`src/hdl/rtmr_pkg.sv`:
```
// Purpose: shared constants and types of the reloadable timer core
// Assumes: apb slave with 12-bit byte addresses, 32-bit data
// Notes: register offsets of control, flag registers chosen locally
package rtmr_pkg;

   // register byte offsets
   localparam logic [11:0] RTMR_OFS_COUNT = 12'h000;
   localparam logic [11:0] RTMR_OFS_COMPARE = 12'h004;
   localparam logic [11:0] RTMR_OFS_PWM = 12'h008;
   localparam logic [11:0] RTMR_OFS_CTRL0 = 12'h00c;
   localparam logic [11:0] RTMR_OFS_CTRL1 = 12'h010;
   localparam logic [11:0] RTMR_OFS_INTFL = 12'h014;

   // values after reset and the reload value
   localparam logic [31:0] RTMR_COUNT_RST = 32'h0000_0000;
   localparam logic [31:0] RTMR_COMPARE_RST = 32'hffff_ffff;
   localparam logic [31:0] RTMR_PWM_RST = 32'h0000_0000;
   localparam logic [31:0] RTMR_RELOAD = 32'h0000_0001;
   localparam logic [31:0] RTMR_MASK32 = 32'hffff_ffff;
   localparam logic [31:0] RTMR_MASK16 = 32'h0000_ffff;

   // mode field codes
   localparam logic [3:0] RTMR_MODE_ONESHOT = 4'h0;
   localparam logic [3:0] RTMR_MODE_CONT = 4'h1;
   localparam logic [3:0] RTMR_MODE_COUNTER = 4'h2;
   localparam logic [3:0] RTMR_MODE_PWM = 4'h3;
   localparam logic [3:0] RTMR_MODE_CAPTURE = 4'h4;
   localparam logic [3:0] RTMR_MODE_COMPARE = 4'h5;
   localparam logic [3:0] RTMR_MODE_GATED = 4'h6;
   localparam logic [3:0] RTMR_MODE_CAPCMP = 4'h7;
   localparam logic [3:0] RTMR_MODE_DUALCAP = 4'h8;
   localparam logic [3:0] RTMR_MODE_INACTGATED = 4'he;

   // timer organisation codes
   localparam logic [1:0] RTMR_ORG_32 = 2'h0;
   localparam logic [1:0] RTMR_ORG_DUAL16 = 2'h1;
   localparam logic [1:0] RTMR_ORG_SINGLE16 = 2'h2;

   // field positions
   localparam int unsigned RTMR_HALF_B_POS = 16;
   localparam int unsigned RTMR_ORG_POS = 30;
   localparam int unsigned RTMR_CLKRDY_POS = 14;
   localparam int unsigned RTMR_CLKRUN_POS = 15;
   localparam int unsigned RTMR_PRES_W = 12;

   // reset values of control fields
   localparam logic [8:0] RTMR_CTRL_RST = 9'h000;
   localparam logic [13:0] RTMR_CLK_RST = 14'h0000;
   localparam logic [11:0] RTMR_PCNT_RST = 12'h000;

   // per-half control fields, low half at bit 0, high half at bit 16
   typedef struct packed {
      logic wake_en;
      logic irq_en;
      logic clk_en;
      logic enable;
      logic polarity;
      logic [3:0] mode;
   } rtmr_half_ctrl_type;

   // per-half clock fields
   typedef struct packed {
      logic [1:0] clk_sel;
      logic [11:0] prescale;
   } rtmr_half_clk_type;

endpackage : rtmr_pkg
```
`src/hdl/rtmr_core.sv`:
```
// Purpose: reloadable 32-bit or dual 16-bit timer with apb registers
// Assumes: one clock, synchronous active-low reset, async pins
// Notes: pins and external clock sources pass two flip-flops first
//
// Summary of operation
// - count advances on prescaled clock, input pin, or both, per mode
// - count register is readable at any time, also while counting
// - period ends on the timer tick after the end condition is met
// - period end sets flag; interrupt raised only when enabled
// - count reloads to one at period end; reset value is zero
// - 32-bit modes: low half fields govern, all 32 bits used
// - single 16-bit mode: low half fields control, high ignored
// - dual 16-bit: high fields drive bits 31..16, low bits 15..0
// - count clock equals source divided by prescaler 1 to 4096
// - clock source and prescaler selectable per half in dual mode
// - pin events latched on next timer tick edge
// - clock-gate status reads zero only once timer really stopped
// - clock-ready status rises once selected source is running
// - one-shot counts to terminal and halts; continuous repeats
// - counter mode advances once per qualifying input edge
// - capture mode snapshots count on selected input transition
// - compare mode toggles output when count passes terminal
// - gated mode increments only while input is asserted
// - capture/compare counts while asserted, captures on deassert
// - pwm output with software configurable off-time
// - timer keeps running and can raise a wake request
// - mode codes 0,1,2,3,4,5,6,7,8,14; others reserved
// - output modes are one-shot, continuous, pwm 3 and compare
`timescale 1ns/100ps
`default_nettype none

module rtmr_core
   import rtmr_pkg::*;
(
   input wire logic clock_i,
   input wire logic resetn_i,
   input wire logic psel_i,
   input wire logic penable_i,
   input wire logic pwrite_i,
   input wire logic [11:0] paddr_i,
   input wire logic [31:0] pwdata_i,
   input wire logic [3:0] pstrb_i,
   output logic [31:0] prdata_o,
   output logic pready_o,
   output logic pslverr_o,
   input wire logic [1:0] tmr_in_i,
   input wire logic [2:0] ext_clk_i,
   output logic [1:0] tmr_out_o,
   output logic irq_o,
   output logic wake_o
);

   // byte-lane merge of a write into the old word
   function automatic logic [31:0] rtmr_merge(input logic [31:0] old,
                                              input logic [31:0] wd,
                                              input logic [3:0] strb);
      logic [31:0] r;
      r = old;
      for (int i = 0; i < 4; i++) begin
         if (strb[i]) begin
            r[8*i +: 8] = wd[8*i +: 8];
         end
      end
      return r;
   endfunction : rtmr_merge

   logic [31:0] count_q;
   logic [31:0] compare_q;
   logic [31:0] pwm_q;
   rtmr_half_ctrl_type ctrl_a_q;
   rtmr_half_ctrl_type ctrl_b_q;
   logic [1:0] org_q;
   rtmr_half_clk_type clk_a_q;
   rtmr_half_clk_type clk_b_q;
   logic [31:0] intfl_q;
   logic [31:0] prdata_q;
   logic irq_q;
   logic wake_q;
   logic [1:0] in_s1_q;
   logic [1:0] in_s2_q;
   logic [2:0] ck_s1_q;
   logic [2:0] ck_s2_q;
   logic [2:0] ck_prev_q;
   logic [3:0] src_edge;
   logic dual;
   logic wide;
   logic setup;
   logic access;
   logic addr_hit;
   logic wr_en;
   logic [31:0] rd_mux;
   logic [31:0] rd_ctrl0;
   logic [31:0] rd_ctrl1;
   logic [31:0] wmerged;
   logic [31:0] count_hw;
   logic [31:0] pwm_hw;

   // two-stage synchronisers for pins and external clock sources
   always_ff @(posedge clock_i) begin
      if (!resetn_i) begin
         in_s1_q <= 2'h0;
         in_s2_q <= 2'h0;
         ck_s1_q <= 3'h0;
         ck_s2_q <= 3'h0;
         ck_prev_q <= 3'h0;
      end else begin
         in_s1_q <= tmr_in_i;
         in_s2_q <= in_s1_q;
         ck_s1_q <= ext_clk_i;
         ck_s2_q <= ck_s1_q;
         ck_prev_q <= ck_s2_q;
      end
   end

   // source 0 is the bus clock itself, 1..3 rising edges of the pins
   assign src_edge = {ck_s2_q & ~ck_prev_q, 1'b1};
   assign wide = (org_q == RTMR_ORG_32);
   assign dual = (org_q == RTMR_ORG_DUAL16);

   // one counting unit per half; unit 1 only lives in dual mode
   for (genvar h = 0; h < 2; h++) begin : g_unit
      localparam int unsigned SH = RTMR_HALF_B_POS * h;
      rtmr_half_ctrl_type c;
      rtmr_half_clk_type k;
      logic act;
      logic [31:0] mask;
      logic [31:0] v;
      logic [31:0] cmpv;
      logic [31:0] pwmv;
      logic [31:0] step;
      logic [31:0] nx;
      logic hit;
      logic src;
      logic tick;
      logic lvl;
      logic rise;
      logic fall;
      logic ev;
      logic cp;
      logic tg;
      logic [11:0] pcnt_q;
      logic run_q;
      logic rdy_q;
      logic pin_q;
      logic halt_q;
      logic out_q;

      // unit 1 ignored outside dual mode
      assign c = (h == 0) ? ctrl_a_q : ctrl_b_q;
      assign k = (h == 0) ? clk_a_q : clk_b_q;
      assign act = (h == 0) | dual;
      assign mask = (h == 0 && wide) ? RTMR_MASK32 : RTMR_MASK16;
      assign v = (count_q >> SH) & mask;
      assign cmpv = (compare_q >> SH) & mask;
      assign pwmv = (pwm_q >> SH) & mask;
      assign hit = (v == cmpv);
      // count equal to terminal last tick: this tick ends the period
      assign step = hit ? RTMR_RELOAD : ((v + 32'h1) & mask);
      assign src = src_edge[k.clk_sel];
      // divide by prescale+1, field 0..4095 gives 1..4096
      assign tick = run_q & ~halt_q & src & (pcnt_q == k.prescale);
      assign lvl = in_s2_q[h] ^ c.polarity;
      assign rise = tick & lvl & ~pin_q;
      assign fall = tick & ~lvl & pin_q;

      // prescaler counts source edges while running
      always_ff @(posedge clock_i) begin
         if (!resetn_i) begin
            pcnt_q <= RTMR_PCNT_RST;
         end else if (!run_q || tick) begin
            pcnt_q <= RTMR_PCNT_RST;
         end else if (src) begin
            pcnt_q <= pcnt_q + 12'h1;
         end
      end

      // source ready once enabled and seen running
      always_ff @(posedge clock_i) begin
         if (!resetn_i) begin
            rdy_q <= 1'b0;
         end else if (!(act && c.clk_en)) begin
            rdy_q <= 1'b0;
         end else if (k.clk_sel == 2'h0 || src) begin
            rdy_q <= 1'b1;
         end
      end

      // running flag is what gates counting, so status cannot lie
      always_ff @(posedge clock_i) begin
         if (!resetn_i) begin
            run_q <= 1'b0;
         end else begin
            run_q <= act & c.enable & c.clk_en & rdy_q;
         end
      end

      // pin level sampled only at timer ticks
      always_ff @(posedge clock_i) begin
         if (!resetn_i) begin
            pin_q <= 1'b0;
         end else if (tick) begin
            pin_q <= lvl;
         end
      end

      // one-shot halt, released by clearing the enable
      always_ff @(posedge clock_i) begin
         if (!resetn_i) begin
            halt_q <= 1'b0;
         end else if (!c.enable) begin
            halt_q <= 1'b0;
         end else if (ev && c.mode == RTMR_MODE_ONESHOT) begin
            halt_q <= 1'b1;
         end
      end

      // per-mode next count, event, capture and toggle
      always_comb begin
         nx = v;
         ev = 1'b0;
         cp = 1'b0;
         tg = 1'b0;
         unique case (c.mode)
            RTMR_MODE_ONESHOT, RTMR_MODE_CONT, RTMR_MODE_PWM,
            RTMR_MODE_COMPARE: begin
               if (tick) begin
                  nx = step;
                  ev = hit;
                  tg = hit;
               end
            end
            RTMR_MODE_COUNTER: begin
               if (rise) begin
                  nx = step;
                  ev = hit;
               end
            end
            RTMR_MODE_CAPTURE: begin
               if (tick) begin
                  nx = step;
                  ev = hit | rise;
                  cp = rise;
               end
            end
            RTMR_MODE_GATED: begin
               if (tick && lvl) begin
                  nx = step;
                  ev = hit;
               end
            end
            RTMR_MODE_CAPCMP: begin
               if (fall) begin
                  nx = RTMR_RELOAD;
                  ev = 1'b1;
                  cp = 1'b1;
               end else if (tick && lvl) begin
                  nx = step;
                  ev = hit;
               end
            end
            RTMR_MODE_DUALCAP: begin
               if (tick) begin
                  nx = step;
                  ev = hit | rise | fall;
                  cp = rise | fall;
               end
            end
            RTMR_MODE_INACTGATED: begin
               if (tick && !lvl) begin
                  nx = step;
                  ev = hit;
               end
            end
            default: begin
               nx = v; // reserved codes hold the count
            end
         endcase
      end

      // output pin level, polarity applied at the port
      always_ff @(posedge clock_i) begin
         if (!resetn_i) begin
            out_q <= 1'b0;
         end else if (!run_q) begin
            out_q <= 1'b0;
         end else if (c.mode == RTMR_MODE_PWM) begin
            // off while the count is below the pwm value, on until period end
            out_q <= (nx >= pwmv);
         end else if (tg) begin
            out_q <= ~out_q;
         end
      end

      assign tmr_out_o[h] = out_q ^ c.polarity;
   end

   // hardware count and capture results merged into full words
   always_comb begin
      if (wide) begin
         count_hw = g_unit[0].nx;
         pwm_hw = g_unit[0].cp ? g_unit[0].v : pwm_q;
      end else begin
         count_hw[15:0] = g_unit[0].nx[15:0];
         pwm_hw[15:0] = g_unit[0].cp ? g_unit[0].v[15:0] : pwm_q[15:0];
         if (dual) begin
            count_hw[31:16] = g_unit[1].nx[15:0];
            pwm_hw[31:16] = g_unit[1].cp ? g_unit[1].v[15:0] : pwm_q[31:16];
         end else begin
            count_hw[31:16] = count_q[31:16];
            pwm_hw[31:16] = pwm_q[31:16];
         end
      end
   end

   // apb decode: read data loaded in setup, answer without waits
   assign setup = psel_i & ~penable_i;
   assign access = psel_i & penable_i;
   assign addr_hit = (paddr_i == RTMR_OFS_COUNT) ||
                     (paddr_i == RTMR_OFS_COMPARE) ||
                     (paddr_i == RTMR_OFS_PWM) ||
                     (paddr_i == RTMR_OFS_CTRL0) ||
                     (paddr_i == RTMR_OFS_CTRL1) ||
                     (paddr_i == RTMR_OFS_INTFL);
   assign wr_en = access & pwrite_i & addr_hit;
   assign pready_o = 1'b1;
   assign pslverr_o = access & ~addr_hit;
   assign prdata_o = prdata_q;

   // readback words of the control registers
   assign rd_ctrl0 = {org_q, 5'h00, ctrl_b_q, 7'h00, ctrl_a_q};
   assign rd_ctrl1 = {g_unit[1].run_q, g_unit[1].rdy_q, clk_b_q,
                      g_unit[0].run_q, g_unit[0].rdy_q, clk_a_q};

   // read multiplexer, unmapped reads as zero
   always_comb begin
      unique case (paddr_i)
         RTMR_OFS_COUNT: rd_mux = count_q;
         RTMR_OFS_COMPARE: rd_mux = compare_q;
         RTMR_OFS_PWM: rd_mux = pwm_q;
         RTMR_OFS_CTRL0: rd_mux = rd_ctrl0;
         RTMR_OFS_CTRL1: rd_mux = rd_ctrl1;
         RTMR_OFS_INTFL: rd_mux = intfl_q;
         default: rd_mux = 32'h0000_0000;
      endcase
   end

   // old word merged with byte lanes of the write
   always_comb begin
      unique case (paddr_i)
         RTMR_OFS_COUNT: wmerged = rtmr_merge(count_q, pwdata_i, pstrb_i);
         RTMR_OFS_COMPARE: wmerged = rtmr_merge(compare_q, pwdata_i, pstrb_i);
         RTMR_OFS_PWM: wmerged = rtmr_merge(pwm_q, pwdata_i, pstrb_i);
         RTMR_OFS_CTRL0: wmerged = rtmr_merge(rd_ctrl0, pwdata_i, pstrb_i);
         RTMR_OFS_CTRL1: wmerged = rtmr_merge(rd_ctrl1, pwdata_i, pstrb_i);
         default: wmerged = pwdata_i;
      endcase
   end

   // read data register
   always_ff @(posedge clock_i) begin
      if (!resetn_i) begin
         prdata_q <= 32'h0000_0000;
      end else if (setup) begin
         prdata_q <= rd_mux;
      end
   end

   // count: software preload wins over the running count
   always_ff @(posedge clock_i) begin
      if (!resetn_i) begin
         count_q <= RTMR_COUNT_RST;
      end else if (wr_en && paddr_i == RTMR_OFS_COUNT) begin
         count_q <= wmerged;
      end else begin
         count_q <= count_hw;
      end
   end

   // compare value, software only
   always_ff @(posedge clock_i) begin
      if (!resetn_i) begin
         compare_q <= RTMR_COMPARE_RST;
      end else if (wr_en && paddr_i == RTMR_OFS_COMPARE) begin
         compare_q <= wmerged;
      end
   end

   // pwm value, also the capture landing place
   always_ff @(posedge clock_i) begin
      if (!resetn_i) begin
         pwm_q <= RTMR_PWM_RST;
      end else if (wr_en && paddr_i == RTMR_OFS_PWM) begin
         pwm_q <= wmerged;
      end else begin
         pwm_q <= pwm_hw;
      end
   end

   // control fields; no write lockout while running, a user hazard
   always_ff @(posedge clock_i) begin
      if (!resetn_i) begin
         ctrl_a_q <= RTMR_CTRL_RST;
         ctrl_b_q <= RTMR_CTRL_RST;
         org_q <= RTMR_ORG_32;
         clk_a_q <= RTMR_CLK_RST;
         clk_b_q <= RTMR_CLK_RST;
      end else if (wr_en && paddr_i == RTMR_OFS_CTRL0) begin
         ctrl_a_q <= wmerged[$bits(rtmr_half_ctrl_type)-1:0];
         ctrl_b_q <= wmerged[RTMR_HALF_B_POS +: $bits(rtmr_half_ctrl_type)];
         org_q <= wmerged[RTMR_ORG_POS +: 2];
      end else if (wr_en && paddr_i == RTMR_OFS_CTRL1) begin
         clk_a_q <= wmerged[$bits(rtmr_half_clk_type)-1:0];
         clk_b_q <= wmerged[RTMR_HALF_B_POS +: $bits(rtmr_half_clk_type)];
      end
   end

   // flags: write one to clear, a new event wins over the clear
   always_ff @(posedge clock_i) begin
      if (!resetn_i) begin
         intfl_q <= 32'h0000_0000;
      end else begin
         intfl_q[0] <= (intfl_q[0] &
                        ~(wr_en && paddr_i == RTMR_OFS_INTFL &&
                          pstrb_i[0] && pwdata_i[0])) |
                       g_unit[0].ev;
         intfl_q[RTMR_HALF_B_POS] <= (intfl_q[RTMR_HALF_B_POS] &
                        ~(wr_en && paddr_i == RTMR_OFS_INTFL &&
                          pstrb_i[2] && pwdata_i[RTMR_HALF_B_POS])) |
                       g_unit[1].ev;
      end
   end

   // interrupt and wake requests gated by their enables
   always_ff @(posedge clock_i) begin
      if (!resetn_i) begin
         irq_q <= 1'b0;
         wake_q <= 1'b0;
      end else begin
         irq_q <= (intfl_q[0] & ctrl_a_q.irq_en) |
                  (intfl_q[RTMR_HALF_B_POS] & ctrl_b_q.irq_en & dual);
         wake_q <= (intfl_q[0] & ctrl_a_q.wake_en) |
                   (intfl_q[RTMR_HALF_B_POS] & ctrl_b_q.wake_en & dual);
      end
   end

   assign irq_o = irq_q;
   assign wake_o = wake_q;

endmodule : rtmr_core

`default_nettype wire

```
`config.mk`:
```
export PLATFORM = sky130hd
export DESIGN_NAME = rtmr_core
export DESIGN_NICKNAME = d
export VERILOG_FILES = /design/src/hdl/rtmr_pkg.sv /design/src/hdl/rtmr_core.sv
export SDC_FILE = /design/constraint.sdc
export NUM_CORES = 1
export LEC_CHECK = 0
export BUFFER_PORTS_ARGS = -buffer_cell sky130_fd_sc_hd__buf_4
export CAP_MARGIN = 15
export CORE_UTILIZATION = 44
export DETAILED_ROUTE_END_ITERATION = 8
export SLEW_MARGIN = 20
export SYNTH_ARGS = -nofsm -noshare
export SYNTH_HDL_FRONTEND = slang
export SYNTH_SLANG_ARGS = --single-unit
```
`constraint.sdc`:
```
create_clock -name clock_i -period 3.5 [get_ports clock_i]
set_clock_uncertainty 0.1 [all_clocks]
set_input_delay 0.7 -clock clock_i [delete_from_list [all_inputs] [get_ports clock_i]]
set_output_delay 0.7 -clock clock_i [all_outputs]
set_load 0.05 [all_outputs]
```
== Word-level counts from Yosys, hierarchy flattened ==
Cells that the tools add are included.
Storage, ports and cells
  bits in registers: 227
  bits of input ports: 58
  output and inout bits: 38
  logic and storage cells: 282
Operators by class
  add/subtract/negate cells: 4
  magnitude comparators: 4
  eq/ne operators: 29
  mux-type cells: 80
  bitwise operators: 66
  reductions and logical operators: 56
Operators by type and width (count)
  32-bit case mux with 5 select lines: 3
  32-bit 2-to-1 mux: 13
  32-bit case mux with 6 select lines: 1
  8-bit 2-to-1 mux: 20
  16-bit 2-to-1 mux: 9
  32-bit AND: 4
  32-bit by 1-bit adder with 32-bit output, second input constant: 1
  1-bit AND: 32
  32-bit equality test: 1
  4-bit by 3-bit equality test with 1-bit output, second input constant: 8
  32-bit by 16-bit greater-or-equal comparator with 1-bit output: 1
  32-bit greater-or-equal comparator: 1
  1-bit 2-to-1 mux: 28
  12-bit by 1-bit adder with 12-bit output, second input constant: 2
  12-bit equality test: 2
  12-bit by 4-bit equality test with 1-bit output, second input constant: 2
  12-bit by 5-bit equality test with 1-bit output, second input constant: 2
  1-bit logical AND: 17
  16-bit by 1-bit adder with 16-bit output, second input constant: 1
  16-bit equality test: 1
  4-bit by 2-bit equality test with 1-bit output, second input constant: 4
  4-bit equality test, second input constant: 4
  1-bit NOT: 14
  1-bit case mux with 7 select lines: 2
  23 further kinds: 66

== Longest topological paths before layout ==
Gate-level depths: netlist (run 1).
  word-level depth: 15
  gate-level depth with buffers: 19
  depth with buffers taken out: 18

== Worst setup path after synthesis (run 1) ==
OpenSTA, ideal clock, no wires.
  path type: reg2reg
  start: register ctrl_a_q[4] (netlist bit)
  end: register g_unit[0].out_q
  library setup time: 78 ps
  arrival time: 3383 ps
  required time: 3322 ps
  slack: -61 ps
  stages on the path, launching flop included: 18
  path buffers: 2
  clock period less this slack: 3561 ps
  cells stage by stage: dfxtp_1 -> buf_2 -> xnor2_2 -> nor3_1 -> or4_1 -> nand3_2 -> or2_2 -> buf_2 -> nor3b_1 -> a21oi_1 -> nor2_1 -> ha_1 -> nand4_1 -> nor4_1 -> a21oi_1 -> o41ai_1 -> a21oi_1 -> nor3_1
On the way
  word-level cells in the longest chain between the ends: 8
  elaborated cells between the ends (all ways): 16
  those cells by class: order compare: 1; mux: 6; bitwise: 6; reduce/logical: 3
Ends and longest elaborated chain
  start, declared: RTL line rtmr_core.sv:70  | rtmr_half_ctrl_type ctrl_a_q;
  start signal, assigned: RTL line rtmr_core.sv:408  | ctrl_a_q <= wmerged[$bits(rtmr_half_ctrl_type)-1:0];
  1-bit bitwise XOR *: RTL line rtmr_core.sv:162  | assign lvl = in_s2_q[h] ^ c.polarity;
  1-bit NOT: RTL line rtmr_core.sv:164  | assign fall = tick & ~lvl & pin_q;
  1-bit AND (2 in series): RTL line rtmr_core.sv:164
  32-bit 2-to-1 mux: RTL line rtmr_core.sv:252  | if (fall) begin
  32-bit case mux with 5 select lines *: RTL line rtmr_core.sv:223  | unique case (c.mode)
  32-bit greater-or-equal comparator *: RTL line rtmr_core.sv:288  | out_q <= (nx >= pwmv);
  1-bit 2-to-1 mux *: RTL line rtmr_core.sv:286  | end else if (c.mode == RTMR_MODE_PWM) begin
  end signal, assigned: RTL line rtmr_core.sv:288
  end signal, assigned: RTL line rtmr_core.sv:290  | out_q <= ~out_q;
  end, declared: RTL line rtmr_core.sv:146  | logic out_q;
Mark *: on every way between the ends. The rest lies on a longest branch, timed or not.
A chain may end at the register's enable or synchronous reset.

== Worst setup path after layout (run 1) ==
  start: register count_q[4]
  end: register g_unit[0].out_q
On the way
  word-level cells in the longest chain between the ends: 9
  elaborated cells between the ends (all ways): 16
  those cells by class: add/sub: 1; order compare: 1; eq/ne: 1; mux: 10; bitwise: 2; reduce/logical: 1
Ends and longest elaborated chain
  start, declared: RTL line rtmr_core.sv:67  | logic [31:0] count_q;
  start signal, assigned: RTL line rtmr_core.sv:373  | count_q <= wmerged;
  start signal, assigned: RTL line rtmr_core.sv:375  | count_q <= count_hw;
  32-bit AND *: RTL line rtmr_core.sv:153  | assign v = (count_q >> SH) & mask;
  32-bit by 1-bit adder with 32-bit output: RTL line rtmr_core.sv:158  | assign step = hit ? RTMR_RELOAD : ((v + 32'h1) & mask);
  32-bit AND: RTL line rtmr_core.sv:158
  32-bit 2-to-1 mux: RTL line rtmr_core.sv:158
  32-bit 2-to-1 mux: RTL line rtmr_core.sv:246, rtmr_core.sv:256
  32-bit 2-to-1 mux: RTL line rtmr_core.sv:252
  32-bit case mux with 5 select lines: RTL line rtmr_core.sv:223
  32-bit greater-or-equal comparator: RTL line rtmr_core.sv:288
  1-bit 2-to-1 mux: RTL line rtmr_core.sv:286
Marked as above.

==> results of run 1 <==
-- area by class of cell --
type | count | area [um^2] | area share [%]
clock buffers | 35 | 746 | 3.88
clock inverters | 15 | 220 | 1.14
inverters | 57 | 216 | 1.12
multi-input cells | 1439 | 9480 | 49.3
flip-flops and latches | 227 | 4570 | 23.7
well taps | 442 | 553 | 2.87
repair buffers | 444 | 3460 | 18.0
-- through the flow --
stage | worst slack (ns) | total power [mW] | instances | TNS (ns) | hold WS [ns]
global route | -0.398 | 6.19 | 2659 | -0.448 | 0.258
finish | -0.169 | 6.05 | 2659 | -0.169 | 0.245
CTS | -0.139 | 6.06 | 2649 | -0.164 | 0.236
detailed placement | -0.687 | 3.01 | 2592 | -0.687 | 0.318
floorplan | 0.00273 | 2.84 | 1867 | 0 | 0.312
global placement | -0.617 | 3.01 | 2592 | -0.617 | 0.325
-- layout by cell type, fill, tap and decap left out, types with 14 or more instances in the layout --
master,n
a211oi_1,43
a21o_1,17
a21oi_1,91
a22oi_1,19
a2bb2oi_1,17
a31oi_1,20
and2_1,22
and3_1,23
buf_4,431
clkbuf_16,27
dfxtp_1,214
ha_1,51
inv_1,56
mux2i_1,61
nand2_1,225
nand2b_1,14
nand3_1,51
nand4_1,29
nor2_1,194
nor2b_1,16
nor3_1,42
nor4_1,16
o211a_1,16
o211ai_1,36
o21ai_0,72
o21ai_1,16
o22ai_1,14
xor2_1,72
-- worst max-delay path: cells and delay by family, from the launching register on --
| kind | cells | cell delay, ns |
|---|---|---|
| adders and majority gates | 1 | 0.29 |
| buffers and inverters | 3 | 0.38 |
| and+or+nand+nor | 6 | 1.21 |
| AOI/OAI and AO/OA | 6 | 1.11 |
| DFF | 1 | 0.35 |
| xor gates and xnor gates | 1 | 0.16 |
-- kinds of logic after synthesis --
kind of cell,after synthesis
AO/OA/AOI/OAI,482
XOR/XNOR,87
adder cells (fa/ha/maj),52
buffers and inverters,201
flip-flops,227
multiplexers,74
other,1
AND/OR/NAND/NOR,743
-- worst max path at each step --
stage | startpoint | endpoint | slack, ns | cells past startpoint
2_1_floorplan | ctrl_a_q[4] | g_unit[0].out_q | 0.003 | 17
6_report | count_q[4] | g_unit[0].out_q | -0.17 | 17
5_1_grt | g_unit[0].pcnt_q[2] | g_unit[0].out_q | -0.40 | 15
3_3_place_gp | g_unit[0].pcnt_q[11] | g_unit[0].out_q | -0.62 | 16
3_5_place_dp | g_unit[0].pcnt_q[11] | g_unit[0].out_q | -0.69 | 15
4_1_cts | clk_a_q[0] | g_unit[0].out_q | -0.14 | 16
-- power by group through the flow --
stage / registers, mW / clock network [mW] / logic [mW]
floorplan: 2.69 / 0 / 0.149
CTS: 2.60 / 3.11 / 0.352
global placement: 2.66 / 0 / 0.349
global route: 2.61 / 3.21 / 0.373
finish: 2.60 / 3.09 / 0.359
detailed placement: 2.66 / 0 / 0.351
-- repair_timing --
| action | CTS | global route |
|---|---|---|
| gates resized for setup | 40 | 58 |
| cloned | 0 | 0 |
| pin swaps | 15 | 44 |
| hold buffers | 0 | 0 |
| setup buffers | 7 | 11 |
| endpoints found under the hold margin | 0 | 0 |
| endpoints found under the setup margin | 2 | 2 |
-- flip-flops by register name, indices dropped and copies added, names as in the netlist, 9 cells and up --
name           count
clk_a_q           14
clk_b_q           14
compare_q         32
count_q           32
ctrl_a_q           9
ctrl_b_q           9
g_unit.pcnt_q     24
prdata_o          32
pwm_q             32
-- per-layer routing --
metal / global-route usage (%) / wire [um] / vias up
met2: 58.5 / 28300 / 644
li1: - / - / 7400
met3: 4.04 / 3820 / 186
met1: 42.0 / 23600 / 7523
met5: 0 / 0 / -
met4: 22.0 / 3950 / 0
==> flow_metrics.env, run 1 <==
export IMPL_n_antenna_cell=0
export IMPL_fillCellCount=3112
export IMPL_synth_edff_count=0
export IMPL_synth_most_common_cell="nand2_1"
export IMPL_ant_nets=0
export IMPL_hold_end="ck_s1_q[0]"
export IMPL_rsz0062_at_grt="true"
export IMPL_slew_viol_final=0
export IMPL_r2r_slack_ns=-0.17
export IMPL_finalHoldViolCount=0
export IMPL_synth_top_family_by_area="simple AND/OR/NAND/NOR gates"
export IMPL_synth_seq_area_share_pct=31.2
export IMPL_critPathLaunchType="flop"
export IMPL_grt_ovfl_total=0
export IMPL_cts_root_buf="clkbuf_16"
export IMPL_worst_ep_arrival_time_ns=4.06
export IMPL_dieArea_um2=33800
export IMPL_yosys_area_share_simple_pct=25.0
export IMPL_post_route_util_pct=59.1
export IMPL_syn_cell_area_um2=14600
export IMPL_synth_async_reset_ratio_pct=0
export IMPL_synth_cell_type_count=98
export IMPL_dp_hpwl_um=45400
export IMPL_power_per_cell_area_nw_per_um2=315
export IMPL_fp_dieH_um=184
export IMPL_p_leak_nw=7.94
export IMPL_ctsLongestPathBuffers=3
export IMPL_setup_violations=1
export IMPL_post_route_period_util_pct=105
export IMPL_groute_usage_overall_pct=34.7
export IMPL_syn_inst=1867
export IMPL_area_growth_pct=32.2
export IMPL_grt_pass1_wl_um=89100
export IMPL_finalInstanceArea_um2=19200
export IMPL_crit_path_max_incr_delay_ns=0.36
export IMPL_synth_seq_cells=227
export IMPL_reg2regPathDepth=17
export IMPL_drt_iter0_drc=1290
export IMPL_p_sw_share_pct=23.9
export IMPL_worstPathRequired_ns=3.89
export IMPL_status="finished with violations"
export IMPL_synth_mux_area_share_pct=5.25
export IMPL_synth_compound_area_share_pct=22.8
export IMPL_cap_viol_max_count=0
export IMPL_final_layout_size_suffix_gt1_share_pct=28.2
export IMPL_gp_congestion=1.01
export IMPL_drc=0
export IMPL_relSlewSlack_pct=39.9
export IMPL_clkLatencyLatePin_ns=0.57
export IMPL_synthAdderAreaFrac_pct=4.47
export IMPL_vias=15800
export IMPL_rows=66
export IMPL_synth_area_leaders="dfxtp_1, nand2_1, nor2_1"
export IMPL_worstSetupPathType="reg -> reg"
export IMPL_cts_sinks=227
export IMPL_wl_per_cell_um=22.4
export IMPL_htree_num_levels=1
export IMPL_antenna_found_initial=0
export IMPL_yosysTopAreaCell="dfxtp_1"
export IMPL_syn_nets=1977
export IMPL_firstDrtPassIters=5
export IMPL_grt_max_degree=87
export IMPL_synth_common_cells="nand2_1, dfxtp_1, nor2_1"
export IMPL_port_buffers=94
export IMPL_hold_path_class="in -> reg"
export IMPL_end_kind="flop"
export IMPL_crit_slowest_cell="nor4_2"
export IMPL_hold_start="ext_clk_i[0]"
export IMPL_synth_area_per_cell_um2=7.79
export IMPL_r2r_start="count_q[4]"
export IMPL_violations="negative setup slack"
export IMPL_synth_top_flop_cell="dfxtp_1"
export IMPL_wl_um=59600
export IMPL_p_sw_mw=1.45
export IMPL_cts_clk_slew_worst_paths_ns=0.06
export IMPL_fin_ws_ns=-0.169
export IMPL_layout_nets=2306
export IMPL_path_cells="xor2_1, nor4_2, nand4_1, a21oi_2, buf_6, buf_8, buf_4, nor3_1, o22a_1, ha_1, o21a_1, nor2_1, nor4_2, a21oi_2, o41ai_2, a21oi_1, nor3_1"
export IMPL_viasPerCell=5.92
export IMPL_pwr_share_comb_pct=5.9
export IMPL_max_freq_ghz=0.273
export IMPL_tightestPinTransition_ns=0.898
export IMPL_grt_pass1_vias=15000
export IMPL_cts_buffers=27
export IMPL_cts_tree="yes"
export IMPL_r2r_end="g_unit[0].out_q"
export IMPL_seq_power_share_pct=43.0
export IMPL_placed_cell_area_um2=17800
export IMPL_synth_top_cell_area_share_pct=31.2
export IMPL_synthXorXnorAreaFrac_pct=5.34
export IMPL_irDropWorstVdd_mv=0.366
export IMPL_io_pins=96
export IMPL_core_area_um2=32500
export IMPL_ys_warn_count=0
export IMPL_die_w_um=184
export IMPL_holdPathStages=2
export IMPL_cp_max_fo=8
export IMPL_period_minus_slack_ns=3.67
export IMPL_p_int_mw=4.60
export IMPL_initial_core_util_pct=44.7
export IMPL_clockPowerShare_pct=51.1
(Power assumes the default switching activity.)
==> run 2: changes to the inputs <==
--- a/config.mk
+++ b/config.mk
@@ -7,8 +7,9 @@
 export LEC_CHECK = 0
 export BUFFER_PORTS_ARGS = -buffer_cell sky130_fd_sc_hd__buf_4
 export CAP_MARGIN = 15
-export CORE_UTILIZATION = 44
+export CORE_UTILIZATION = 55
 export DETAILED_ROUTE_END_ITERATION = 8
+export PLACE_DENSITY = 0.76
 export SLEW_MARGIN = 20
 export SYNTH_ARGS = -nofsm -noshare
 export SYNTH_HDL_FRONTEND = slang
==> flow_metrics.env, run 2 (synthesis results as in run 1) <==
export IMPL_grt_ovfl_total=0
export IMPL_htree_num_levels=1
export IMPL_firstDrtPassIters=9
export IMPL_n_antenna_cell=0
export IMPL_final_layout_size_suffix_gt1_share_pct=27.6
export IMPL_worstPathRequired_ns=3.87
export IMPL_wl_um=57400
export IMPL_crit_slowest_cell="or4_1"
export IMPL_final_cell_mix="buf_4, nand2_1, dfxtp_1"
export IMPL_groute_usage_overall_pct=41.7
export IMPL_fillCellCount=2055
export IMPL_cts_hold_buf=0
export IMPL_worstSetupPathType="reg -> reg"
export IMPL_grt_pass1_wl_um=86200
export IMPL_grt_pass1_vias=15600
export IMPL_post_route_period_util_pct=107
export IMPL_dieArea_um2=27100
export IMPL_irDropWorstVdd_mv=0.466
export IMPL_drc=0
export IMPL_wl_per_cell_um=22.7
export IMPL_crit_path_max_incr_delay_ns=0.46
export IMPL_finalHoldViolCount=0
export IMPL_rows=59
export IMPL_dp_hpwl_um=42800
export IMPL_drt_iter0_drc=1824
export IMPL_end_kind="flop"
export IMPL_gp_congestion=1.03
export IMPL_cp_max_fo=5
export IMPL_tightestPinTransition_ns=0.803
export IMPL_ant_nets=0
export IMPL_period_minus_slack_ns=3.76
export IMPL_register_area_um2=4580
export IMPL_hold_path_class="in -> reg"
export IMPL_viasPerCell=6.37
export IMPL_relSlewSlack_pct=46.5
export IMPL_worst_ep_arrival_time_ns=4.13
export IMPL_antenna_found_initial=0
export IMPL_cts_tree="yes"
export IMPL_path_delay_family="simple AND/OR/NAND/NOR gates"
export IMPL_cts_root_buf="clkbuf_16"
export IMPL_cts_clk_slew_worst_paths_ns=0.07
export IMPL_ctsLongestPathBuffers=3
export IMPL_p_leak_nw=7.81
export IMPL_total_power_mw=5.72
export IMPL_cts_sinks=227
export IMPL_fin_ws_ns=-0.256
export IMPL_critPathLaunchType="flop"
export IMPL_path_cells="xor2_2, nor4_2, and4_4, nand3_4, buf_4, buf_4, or4_1, o211ai_1, ha_1, nand4_1, nor4_2, a21oi_2, o41ai_2, a21oi_1, nor3_1"
export IMPL_initial_core_util_pct=56.0
export IMPL_whs_ns=0.263
export IMPL_violations="negative setup slack"
export IMPL_io_pins=96
export IMPL_final_common_cell="buf_4"
export IMPL_port_buffers=94
export IMPL_area_growth_pct=29.8
export IMPL_cts_buffers=25
export IMPL_core_area_um2=26000
export IMPL_power_per_cell_area_nw_per_um2=303
export IMPL_setup_violations=1
export IMPL_cap_viol_max_count=0
export IMPL_multi_input_area_um2=9500
export IMPL_fp_dieH_um=165
export IMPL_slew_viol_final=0
export IMPL_rsz0062_at_grt="true"
export IMPL_status="finished with violations"
export IMPL_max_freq_ghz=0.266
export IMPL_grt_max_degree=60
export IMPL_clkLatencyLatePin_ns=0.55
export IMPL_vias=16100
export IMPL_path_buf_inv=2
export IMPL_layout_nets=2288
export IMPL_die_w_um=165
-- run 2: cell count changes in the layout (fill, tap and decap cells not counted), moves of 4 or more --
cell	change
a21oi_2	-5
buf_4	-21
buf_6	+5
o21ai_1	-6
clkinv_2	+4
a21oi_1	+5
dfxtp_2	+6
dfxtp_1	-6
o21ai_0	+6
-- run 2: final timing paths --
path,cells past startpoint,slack (ns),startpoint,endpoint
min,2,0.26,tmr_in_i[0],in_s1_q[0]
min reg2reg,1,0.33,ck_s1_q[0],ck_s2_q[0]
max reg2reg,15,-0.26,clk_a_q[6],g_unit[0].out_q
max,15,-0.26,clk_a_q[6],g_unit[0].out_q
-- run 2: report_power, final --
group,internal (mW),switching [mW],leakage (nW),total (mW)
Combinational,0.127,0.229,5.54,0.355
Clock,1.59,1.17,0.427,2.76
Sequential,2.60,0.00753,1.84,2.60
-- run 2: area by class of cell --
cell class                      count  area share [%]
Timing Repair Buffer              427            17.6
Clock buffer                       28            3.48
Sequential cell                   227            24.2
Inverter                           57            1.15
Multi-Input combinational cell   1440            50.3
Tap cell                          335            2.22
Clock inverter                     18            1.03
-- run 2: repair_timing --
action / CTS / global route
setup endpoints to repair: 2 / 3
resized for setup: 49 / 43
pin swaps: 35 / 18
hold endpoints to repair: 0 / 0
gates cloned: 1 / 0
setup buffers: 17 / 8
-- run 2: per-layer routing --
metal	wire (um)	vias up	track usage (%)
met5	0	-	0
met4	5040	0	31.9
met3	4730	302	6.86
met2	26600	930	69.8
met1	21000	7541	47.5
li1	-	7355	-
-- run 2: through the flow --
stage	area [um^2]	setup TNS (ns)	instances	setup WS, ns	utilization, %
2_1_floorplan	14600	0	1867	0.00273	-
3_3_place_gp	17500	-0.386	2462	-0.340	67.4
3_5_place_dp	17500	-0.659	2462	-0.458	67.4
4_1_cts	18700	-0.123	2525	-0.123	71.9
5_1_grt	18900	-0.536	2532	-0.437	72.7
6_report	18900	-0.256	2532	-0.256	72.7
